===== src/shared/ccb_pkg.sv =====
// Package: register map, field layout and carrier types for chroma/hanc bases
package ccb_pkg;
  localparam int unsigned NUM_CH     = 2;
  localparam int unsigned ADDR_W     = 8;
  localparam int unsigned DATA_W     = 32;
  // Per-channel block of five words
  localparam logic [7:0] OFS_TOP_CHROMA = 8'h00;
  localparam logic [7:0] OFS_BOT_CHROMA = 8'h04;
  localparam logic [7:0] OFS_TOP_HANC   = 8'h08;
  localparam logic [7:0] OFS_BOT_HANC   = 8'h0C;
  localparam logic [7:0] OFS_MODE       = 8'h10;
  localparam logic [7:0] CH_STRIDE      = 8'h20;
  localparam logic [7:0] OFS_MASK       = 8'h1F;
  localparam logic [7:0] CH_SEL_BIT     = 8'h05;
  // Mode register fields
  localparam int unsigned MODE_YC_MUX_BIT = 0;
  localparam int unsigned MODE_FIELD_BIT  = 1;
  localparam logic [31:0] MODE_MASK       = 32'h0000_0001;
  localparam logic [31:0] BASE_RESET      = 32'h0000_0000;
  localparam logic [1:0]  RESP_OKAY       = 2'h0;
  localparam logic [1:0]  RESP_SLVERR     = 2'h2;
  localparam logic        FIELD_TOP       = 1'h0;

  // Bases handed to the capture writer at a field start
  typedef struct packed {
    logic [31:0] chroma_base;
    logic [31:0] hanc_base;
    logic        chroma_valid;
  } ccb_field_base_t;
endpackage : ccb_pkg


===== src/core/ccb_regs.sv =====
// Chroma and horizontal ancillary area start registers, AXI4-Lite slave
`timescale 1ns/1ps
module ccb_regs #(
  parameter int unsigned NCH = ccb_pkg::NUM_CH
) (
  input  wire logic                          aclk,
  input  wire logic                          aresetn,
  input  wire logic [ccb_pkg::ADDR_W-1:0]    s_axi_awaddr,
  input  wire logic                          s_axi_awvalid,
  output logic                               s_axi_awready,
  input  wire logic [31:0]                   s_axi_wdata,
  input  wire logic [3:0]                    s_axi_wstrb,
  input  wire logic                          s_axi_wvalid,
  output logic                               s_axi_wready,
  output logic [1:0]                         s_axi_bresp,
  output logic                               s_axi_bvalid,
  input  wire logic                          s_axi_bready,
  input  wire logic [ccb_pkg::ADDR_W-1:0]    s_axi_araddr,
  input  wire logic                          s_axi_arvalid,
  output logic                               s_axi_arready,
  output logic [31:0]                        s_axi_rdata,
  output logic [1:0]                         s_axi_rresp,
  output logic                               s_axi_rvalid,
  input  wire logic                          s_axi_rready,
  input  wire logic [NCH-1:0]                field_start,
  input  wire logic [NCH-1:0]                field_is_bottom,
  output ccb_pkg::ccb_field_base_t [NCH-1:0] field_base
);
  logic [31:0]       top_field_chroma_base    [NCH];
  logic [31:0]       bottom_field_chroma_base [NCH];
  logic [31:0]       top_field_hanc_base      [NCH];
  logic [31:0]       bottom_field_hanc_base   [NCH];
  logic [NCH-1:0]    yc_mux_mode;
  logic [NCH-1:0]    field_cur;
  logic              aw_held;
  logic              w_held;
  logic [7:0]        aw_addr;
  logic [31:0]       w_data;
  logic [3:0]        w_strb;
  logic              wr_go;
  logic              wr_hit;
  logic [31:0]       rd_word;
  logic              rd_hit;

  assign wr_go = aw_held && w_held && !s_axi_bvalid;

  // Write address and data taken independently, in either order
  always_ff @(posedge aclk) begin
    if (!aresetn) begin
      aw_held       <= 1'b0;
      s_axi_awready <= 1'b0;
      aw_addr       <= '0;
    end else if (wr_go) begin
      aw_held       <= 1'b0;
      s_axi_awready <= 1'b0;
    end else if (s_axi_awvalid && s_axi_awready) begin
      aw_held       <= 1'b1;
      s_axi_awready <= 1'b0;
      aw_addr       <= s_axi_awaddr;
    end else begin
      s_axi_awready <= !aw_held && !s_axi_bvalid;
    end
  end

  always_ff @(posedge aclk) begin
    if (!aresetn) begin
      w_held       <= 1'b0;
      s_axi_wready <= 1'b0;
      w_data       <= '0;
      w_strb       <= '0;
    end else if (wr_go) begin
      w_held       <= 1'b0;
      s_axi_wready <= 1'b0;
    end else if (s_axi_wvalid && s_axi_wready) begin
      w_held       <= 1'b1;
      s_axi_wready <= 1'b0;
      w_data       <= s_axi_wdata;
      w_strb       <= s_axi_wstrb;
    end else begin
      s_axi_wready <= !w_held && !s_axi_bvalid;
    end
  end

  // Decode of the held write address
  always_comb begin
    wr_hit = 1'b0;
    if (int'(aw_addr >> ccb_pkg::CH_SEL_BIT) >= NCH) begin
      wr_hit = 1'b0;
    end else if ((aw_addr & ccb_pkg::OFS_MASK) == ccb_pkg::OFS_TOP_CHROMA) begin
      wr_hit = 1'b1;
    end else if ((aw_addr & ccb_pkg::OFS_MASK) == ccb_pkg::OFS_BOT_CHROMA) begin
      wr_hit = 1'b1;
    end else if ((aw_addr & ccb_pkg::OFS_MASK) == ccb_pkg::OFS_TOP_HANC) begin
      wr_hit = 1'b1;
    end else if ((aw_addr & ccb_pkg::OFS_MASK) == ccb_pkg::OFS_BOT_HANC) begin
      wr_hit = 1'b1;
    end else if ((aw_addr & ccb_pkg::OFS_MASK) == ccb_pkg::OFS_MODE) begin
      wr_hit = 1'b1;
    end
  end

  always_ff @(posedge aclk) begin
    if (!aresetn) begin
      s_axi_bvalid <= 1'b0;
      s_axi_bresp  <= ccb_pkg::RESP_OKAY;
    end else if (wr_go) begin
      s_axi_bvalid <= 1'b1;
      s_axi_bresp  <= wr_hit ? ccb_pkg::RESP_OKAY : ccb_pkg::RESP_SLVERR;
    end else if (s_axi_bready) begin
      s_axi_bvalid <= 1'b0;
    end
  end

  function automatic logic [31:0] merge(input logic [31:0] old_v,
                                        input logic [31:0] new_v,
                                        input logic [3:0]  strb);
    logic [31:0] res;
    res = old_v;
    for (int b = 0; b < 4; b++) begin
      if (strb[b]) res[b*8 +: 8] = new_v[b*8 +: 8];
    end
    return res;
  endfunction

  // Per-channel storage and field-start selection
  for (genvar c = 0; c < NCH; c++) begin : g_ch
    localparam logic [7:0] CH_BASE = 8'(c) * ccb_pkg::CH_STRIDE;
    logic wsel;
    assign wsel = wr_go && wr_hit && ((aw_addr & ~ccb_pkg::OFS_MASK) == CH_BASE);

    always_ff @(posedge aclk) begin
      if (!aresetn) begin
        top_field_chroma_base[c]    <= ccb_pkg::BASE_RESET;
        bottom_field_chroma_base[c] <= ccb_pkg::BASE_RESET;
        top_field_hanc_base[c]      <= ccb_pkg::BASE_RESET;
        bottom_field_hanc_base[c]   <= ccb_pkg::BASE_RESET;
        yc_mux_mode[c]              <= 1'b0;
      end else if (wsel) begin
        if ((aw_addr & ccb_pkg::OFS_MASK) == ccb_pkg::OFS_TOP_CHROMA) begin
          top_field_chroma_base[c] <= merge(top_field_chroma_base[c],
                                            w_data, w_strb);
        end else if ((aw_addr & ccb_pkg::OFS_MASK) == ccb_pkg::OFS_BOT_CHROMA) begin
          bottom_field_chroma_base[c] <= merge(bottom_field_chroma_base[c],
                                               w_data, w_strb);
        end else if ((aw_addr & ccb_pkg::OFS_MASK) == ccb_pkg::OFS_TOP_HANC) begin
          top_field_hanc_base[c] <= merge(top_field_hanc_base[c],
                                          w_data, w_strb);
        end else if ((aw_addr & ccb_pkg::OFS_MASK) == ccb_pkg::OFS_BOT_HANC) begin
          bottom_field_hanc_base[c] <= merge(bottom_field_hanc_base[c],
                                             w_data, w_strb);
        end else if (w_strb[0]) begin
          yc_mux_mode[c] <= w_data[ccb_pkg::MODE_YC_MUX_BIT];
        end
      end
    end

    // Latched at field start so mid-field writes never move the writer
    always_ff @(posedge aclk) begin
      if (!aresetn) begin
        field_base[c] <= '0;
        field_cur[c]  <= ccb_pkg::FIELD_TOP;
      end else if (field_start[c]) begin
        field_cur[c] <= field_is_bottom[c];
        field_base[c].chroma_base <= field_is_bottom[c] ?
          bottom_field_chroma_base[c] : top_field_chroma_base[c];
        field_base[c].hanc_base <= field_is_bottom[c] ?
          bottom_field_hanc_base[c] : top_field_hanc_base[c];
        // Channel 0 chroma bases only matter in multiplexed Y/C
        field_base[c].chroma_valid <= (c != 0) || yc_mux_mode[c];
      end
    end
  end

  // Read side
  always_comb begin
    rd_word = '0;
    rd_hit  = 1'b0;
    for (int c = 0; c < NCH; c++) begin
      if ((s_axi_araddr & ~ccb_pkg::OFS_MASK) == 8'(c) * ccb_pkg::CH_STRIDE) begin
        rd_hit = 1'b1;
        if ((s_axi_araddr & ccb_pkg::OFS_MASK) == ccb_pkg::OFS_TOP_CHROMA) begin
          rd_word = top_field_chroma_base[c];
        end else if ((s_axi_araddr & ccb_pkg::OFS_MASK) == ccb_pkg::OFS_BOT_CHROMA) begin
          rd_word = bottom_field_chroma_base[c];
        end else if ((s_axi_araddr & ccb_pkg::OFS_MASK) == ccb_pkg::OFS_TOP_HANC) begin
          rd_word = top_field_hanc_base[c];
        end else if ((s_axi_araddr & ccb_pkg::OFS_MASK) == ccb_pkg::OFS_BOT_HANC) begin
          rd_word = bottom_field_hanc_base[c];
        end else if ((s_axi_araddr & ccb_pkg::OFS_MASK) == ccb_pkg::OFS_MODE) begin
          rd_word = {30'h0, field_cur[c], yc_mux_mode[c]};
        end else begin
          rd_hit = 1'b0;
        end
      end
    end
  end

  always_ff @(posedge aclk) begin
    if (!aresetn) begin
      s_axi_arready <= 1'b0;
      s_axi_rvalid  <= 1'b0;
      s_axi_rdata   <= '0;
      s_axi_rresp   <= ccb_pkg::RESP_OKAY;
    end else if (s_axi_arvalid && s_axi_arready) begin
      s_axi_arready <= 1'b0;
      s_axi_rvalid  <= 1'b1;
      s_axi_rdata   <= rd_word;
      s_axi_rresp   <= rd_hit ? ccb_pkg::RESP_OKAY : ccb_pkg::RESP_SLVERR;
    end else if (s_axi_rvalid) begin
      if (s_axi_rready) s_axi_rvalid <= 1'b0;
    end else begin
      s_axi_arready <= 1'b1;
    end
  end

  // Other channels keep their chroma bases whatever the format
  if (NCH > 1) begin : g_ch1_chk

  end
endmodule // ccb_regs


===== config.mk =====
export PLATFORM = sky130hd
export DESIGN_NAME = ccb_regs
export DESIGN_NICKNAME = d
export VERILOG_FILES = /design/src/shared/ccb_pkg.sv /design/src/core/ccb_regs.sv
export SDC_FILE = /design/constraint.sdc
export NUM_CORES = 1
export LEC_CHECK = 0
export ABC_CLOCK_PERIOD_IN_PS = 3250
export BUFFER_PORTS_ARGS = -buffer_cell sky130_fd_sc_hd__buf_2
export CELL_PAD_IN_SITES_DETAIL_PLACEMENT = 1
export CELL_PAD_IN_SITES_GLOBAL_PLACEMENT = 2
export CORE_MARGIN = 4
export CORE_UTILIZATION = 41
export CTS_BUF_LIST = sky130_fd_sc_hd__clkbuf_4 sky130_fd_sc_hd__clkbuf_8
export DETAILED_ROUTE_END_ITERATION = 16
export GPL_ROUTABILITY_DRIVEN = 0
export PLACE_DENSITY = 0.79
export SLEW_MARGIN = 0
export SYNTH_ARGS = -nofsm -noshare
export SYNTH_HDL_FRONTEND = slang
export SYNTH_SLANG_ARGS = --single-unit
export TNS_END_PERCENT = 100

===== constraint.sdc =====
create_clock -name aclk -period 3.25 [get_ports aclk]
set_clock_uncertainty 0.15 [all_clocks]
set_input_delay 0.65 -clock aclk [delete_from_list [all_inputs] [get_ports aclk]]
set_output_delay 0.65 -clock aclk [all_outputs]
set_load 0.1 [all_outputs]

# Word-level counts from Yosys, hierarchy flattened
# Memories as Yosys holds them, arrays and structs flattened.
# Cells that the tools add are included.
# totals
reg_bits	221
latch_bits	0
mem_bits_rw	256
mem_bits_ro	0
memories	4
# classes
addsub	0
mul	0
div	0
magnitude_cmp	1
eq_ne	10
shifts	0
n_mux	255
n_bitwise	14
reduce_logical	26
# mem_list
memory	depth	width	read_ports	rd_clocked_by_memory_dff	wr	line	source
bottom_field_chroma_base	2	32	2	0	2	ccb_regs.sv:30	logic [31:0] bottom_field_chroma_base [NCH];
bottom_field_hanc_base	2	32	2	0	2	ccb_regs.sv:32	logic [31:0] bottom_field_hanc_base [NCH];
top_field_chroma_base	2	32	2	0	2	ccb_regs.sv:29	logic [31:0] top_field_chroma_base [NCH];
top_field_hanc_base	2	32	2	0	2	ccb_regs.sv:31	logic [31:0] top_field_hanc_base [NCH];
# op_table
cell	n
2-to-1 mux 8 bit	176
2-to-1 mux 32 bit	23
2-to-1 mux 1 bit	53
logical NOT 8 bit	4
equality test 5 x 4 -> 1 bit, second input constant	4
AND reduction 6 bit	2
equality test 5 x 3 -> 1 bit, second input constant	2
equality test 5 bit, second input constant	2
logical AND 1 bit	10
bitwise OR 1 bit	8
equality test 3 x 1 -> 1 bit, second input constant	2
2-to-1 mux 2 bit	3
NOT 1 bit	6
OR reduction 3 bit	2
AND reduction 2 bit	2
OR reduction 2 bit	2
greater-or-equal comparator 3 x 2 -> 1 bit, second input constant	1
logical NOT 1 bit	3
nonzero test 2 bit	1

# Depth between registers and ports, before layout
# logic_depth
depth_word	13
mapped_depth	7
depth_no_buf	4

# Worst setup path before layout
# No wires, ideal clock.
# synth_path
kind	reg-to-reg
start	reg s_axi_bvalid
end	mem top_field_hanc_base[0][0], enable pin
setup_ps	311
t_arrival_ps	2134
path_slack_ps	656
path_stages_with_launch	6
synth_period_minus_slack_ps	2594
path_cell_list	dfxtp_1 nand3b_1 or3_1 buf_6 nor3_4 a21bo_2
# synth_lines
item	line	source
start: declaration	ccb_regs.sv:16	output logic s_axi_bvalid,
start signal: assignment	ccb_regs.sv:104	s_axi_bvalid <= 1'b0;
start signal: assignment	ccb_regs.sv:107	s_axi_bvalid <= 1'b1;
start signal: assignment	ccb_regs.sv:110	s_axi_bvalid <= 1'b0;
end: declaration	ccb_regs.sv:31	

==> metrics.csv <==
metric,value,unit
clock tree from TritonCTS,yes,
# rows,83,
fin crit period,2.78,ns
first-pass GRT wire length,94.4,mm
crit path capture type,register,
Fill cells,5435,
number of synthesized flops with an enable pin,256,
Worst-Skew Late Latency,0.65,ns
worst reg2reg path startpoint,aw_addr[7],
Total GRT Usage,0.217,
"commonest non-fill, non-tap cell in the layout",mux2i_1,
first drt pass iteration count,5,
slew at the pin closest to its max-slew limit,1.03,ns
synthesized netlist cell count,1803,
Post-Route WL,61.7,mm
Die Ht,235,um
Worst-path clk slew,0.06,ns
total power,14.6,mW
Yosys reg bits,475,
io pins,234,
Storage cell area,12100,sq um
via count,14800,
CP max FO,15,
core region area,51200,sq um
RR Endpoint,top_field_hanc_base[0][13],
Worst Setup Path Type,register to register,
initial core utilization,0.414,
asr flop ratio synth,0,
Worst Setup Start Kind,register,
Total Die Area,55400,sq um
RSZ-0062 raised after global routing,no,
met3 usage,0.0356,
Area Overhead vs Synth,16.9,%
final HPWL from detailed placement,44.7,mm
# nets final,2067,
drt drc,0,
Worst Reg2Reg Path Length in Cells,4,
hold-critical path depth,3,
fraction of layout cells with a size suffix above 1,0.217,
Mean Syn Cell Area,11.7,sq um
synth warn,0,
Bufs and invs on worst path,0,
headroom to the max-slew limit,0.312,
Hold Path Class,input pin to register,
Worst path top cell family by delay,simple AND/OR/NAND/NOR gates,
worst path arrival time,2.96,ns
worst-path cell chain,"or4_1, or3_1, nor3_4, a21bo_2",
start point of the worst hold path,s_axi_wdata[31],
Peak VDD IR,0.286,mV
Slowest Stage Delay on Critical Path,0.57,ns
Fin. Hold Viols,0,
Post-CTS Hold Fix Bufs,0,
total CTS buffers,81,
Pwr Density,589,nW/um^2
fin crit share,0.857,
Antenna Nets Post-Route,0,
"Core Util, Final",0.484,
Clock Path Buffers,3,
Synth Flop Type,edfxtp_1,
initial antenna violation count,3,
Die X,235,um
MaxCap Viol Count,0,
Setup-failing EPs final,0,
Pins Over Slew Limit,0,
CTS sink count,475,
initial detailed-routing violation count,1102,
Hold Path Sink,w_data[31],
global route overflow,0,
Post-CTS Setup Bufs,0,
H-tree depth,3,
number of global-route vias before repair,15300,
area of the multi-input gates,8520,sq um
root buffer cell,clkbuf_8,
met2 global-route usage,0.336,
drt via density,5.38,
status,"finished, final reports clean",
largest net degree at the start of global routing,148,
data required time of the worst path,3.43,ns
"Seq/Total Area, Yosys",0.570,
most frequent cells in the layout,"mux2i_1, edfxtp_1, and2_1",
Leak Pwr,11.3,nW
"Distinct cells, synth",49,
GRT busiest layer,met2,
CP max-delay cell,or3_1,
setup_tns,0,ns
cts repair resizes,0,
Wirelength per Cell,22.4,um
r2r setup slk,0.47,ns
achievable frequency,359,MHz
Syn Std Cell Area,21200,sq um
IO buf count,231,
grt met1 use,0.315,
-- metal layers --
metal | vias to the layer above | wire length (um)
li1 | 6940 | -
met3 | 70 | 3660
met4 | 0 | 1320
met5 | - | 0
met2 | 416 | 27700
met1 | 7374 | 29000
-- flip-flops by register name, summed over array words and instances (netlist names), 8 cells and up --
register and cells:
aw_addr 8, bottom_field_chroma_base 64, bottom_field_hanc_base 64, field_base 130, s_axi_rdata 32, top_field_chroma_base 64
top_field_hanc_base 64, w_data 32
-- power breakdown --
part / internal (mW) / total (mW) / leakage, nW / switching [mW]
combinational: 0.479 / 2.13 / 5.96 / 1.65
sequential: 6.59 / 6.84 / 4.45 / 0.242
clock: 3.17 / 5.62 / 0.910 / 2.45
total: 10.2 / 14.6 / 11.3 / 4.35
-- worst max-delay path by stage --
stage	startpoint	end	slack, ns	cells after the start
final	aw_addr[7]	top_field_hanc_base[0][13]	0.47	4
after global routing	aw_addr[7]	top_field_hanc_base[0][11]	0.34	4
after CTS	aw_addr[7]	top_field_hanc_base[0][11]	0.46	4
after detailed placement	aresetn	bottom_field_chroma_base[1][16]	0.46	6
after global placement	s_axi_araddr[6]	s_axi_rdata[8]	0.51	6
after floorplan	s_axi_bvalid	top_field_hanc_base[0][0]	0.66	5
-- worst min-delay path, stage by stage --
cell and delay [ns]:
buf_2 0.10, nand2_1 0.04, a21boi_0 0.06
-- cells in the mapped netlist, types with 2 or more instances --
master | number | area share
a21bo_2 | 32 | 0.015
a21boi_0 | 38 | 0.013
a21oi_1 | 29 | 0.0069
a221oi_1 | 13 | 0.0054
a22oi_1 | 61 | 0.022
a31oi_1 | 3 | 0.00089
and2_1 | 250 | 0.074
and3_1 | 2 | 0.00059
buf_1 | 13 | 0.0023
buf_2 | 9 | 0.0021
buf_4 | 2 | 0.00071
buf_6 | 4 | 0.0021
clkbuf_1 | 121 | 0.021
dfxtp_1 | 219 | 0.21
edfxtp_1 | 256 | 0.36
mux2i_1 | 257 | 0.12
nand2_1 | 217 | 0.038
nand2b_1 | 14 | 0.0041
nand3_1 | 3 | 0.00071
nand3b_1 | 2 | 0.00071
nor2_1 | 27 | 0.0048
nor2_4 | 3 | 0.0016
nor2b_1 | 14 | 0.0041
nor3_1 | 9 | 0.0021
nor3b_1 | 2 | 0.00071
nor4_1 | 4 | 0.0012
o2111ai_1 | 9 | 0.0037
o211a_1 | 128 | 0.060
o211ai_1 | 2 | 0.00071
o21ai_0 | 38 | 0.0090
or3_1 | 3 | 0.00089
or4_1 | 2 | 0.00071
-- metrics by stage --
stage / std cells / hold WS (ns) / worst slack (ns) / cell area (sq um)
floorplan: 1804 / 0.307 / 0.656 / 21200
global route: 2750 / 0.0861 / 0.344 / 24800
detailed placement: 2601 / 0.292 / 0.463 / 23100
finish: 2752 / 0.110 / 0.465 / 24800
CTS: 2750 / 0.0544 / 0.462 / 24800
global placement: 2601 / 0.283 / 0.511 / 23100
-- cells by family after synthesis --
logic type             Yosys count  synth area share
buffers and inverters          151            0.0291
AO/OA/AOI/OAI                  358             0.139
multiplexers                   259             0.123
AND/OR/NAND/NOR                559             0.139
flip-flops                     475             0.570
other                            1          0.000177
-- layout make-up --
cell class / instances / area share
sequential: 475 / 0.488
multi-input combinational: 1178 / 0.344
timing repair buffer: 266 / 0.0648
clock buffer: 123 / 0.0618
tap: 680 / 0.0344
clock inverter: 26 / 0.00697
inverter: 2 / 0.000303
antenna: 2 / 0.000202
(Power assumes the default switching activity.)
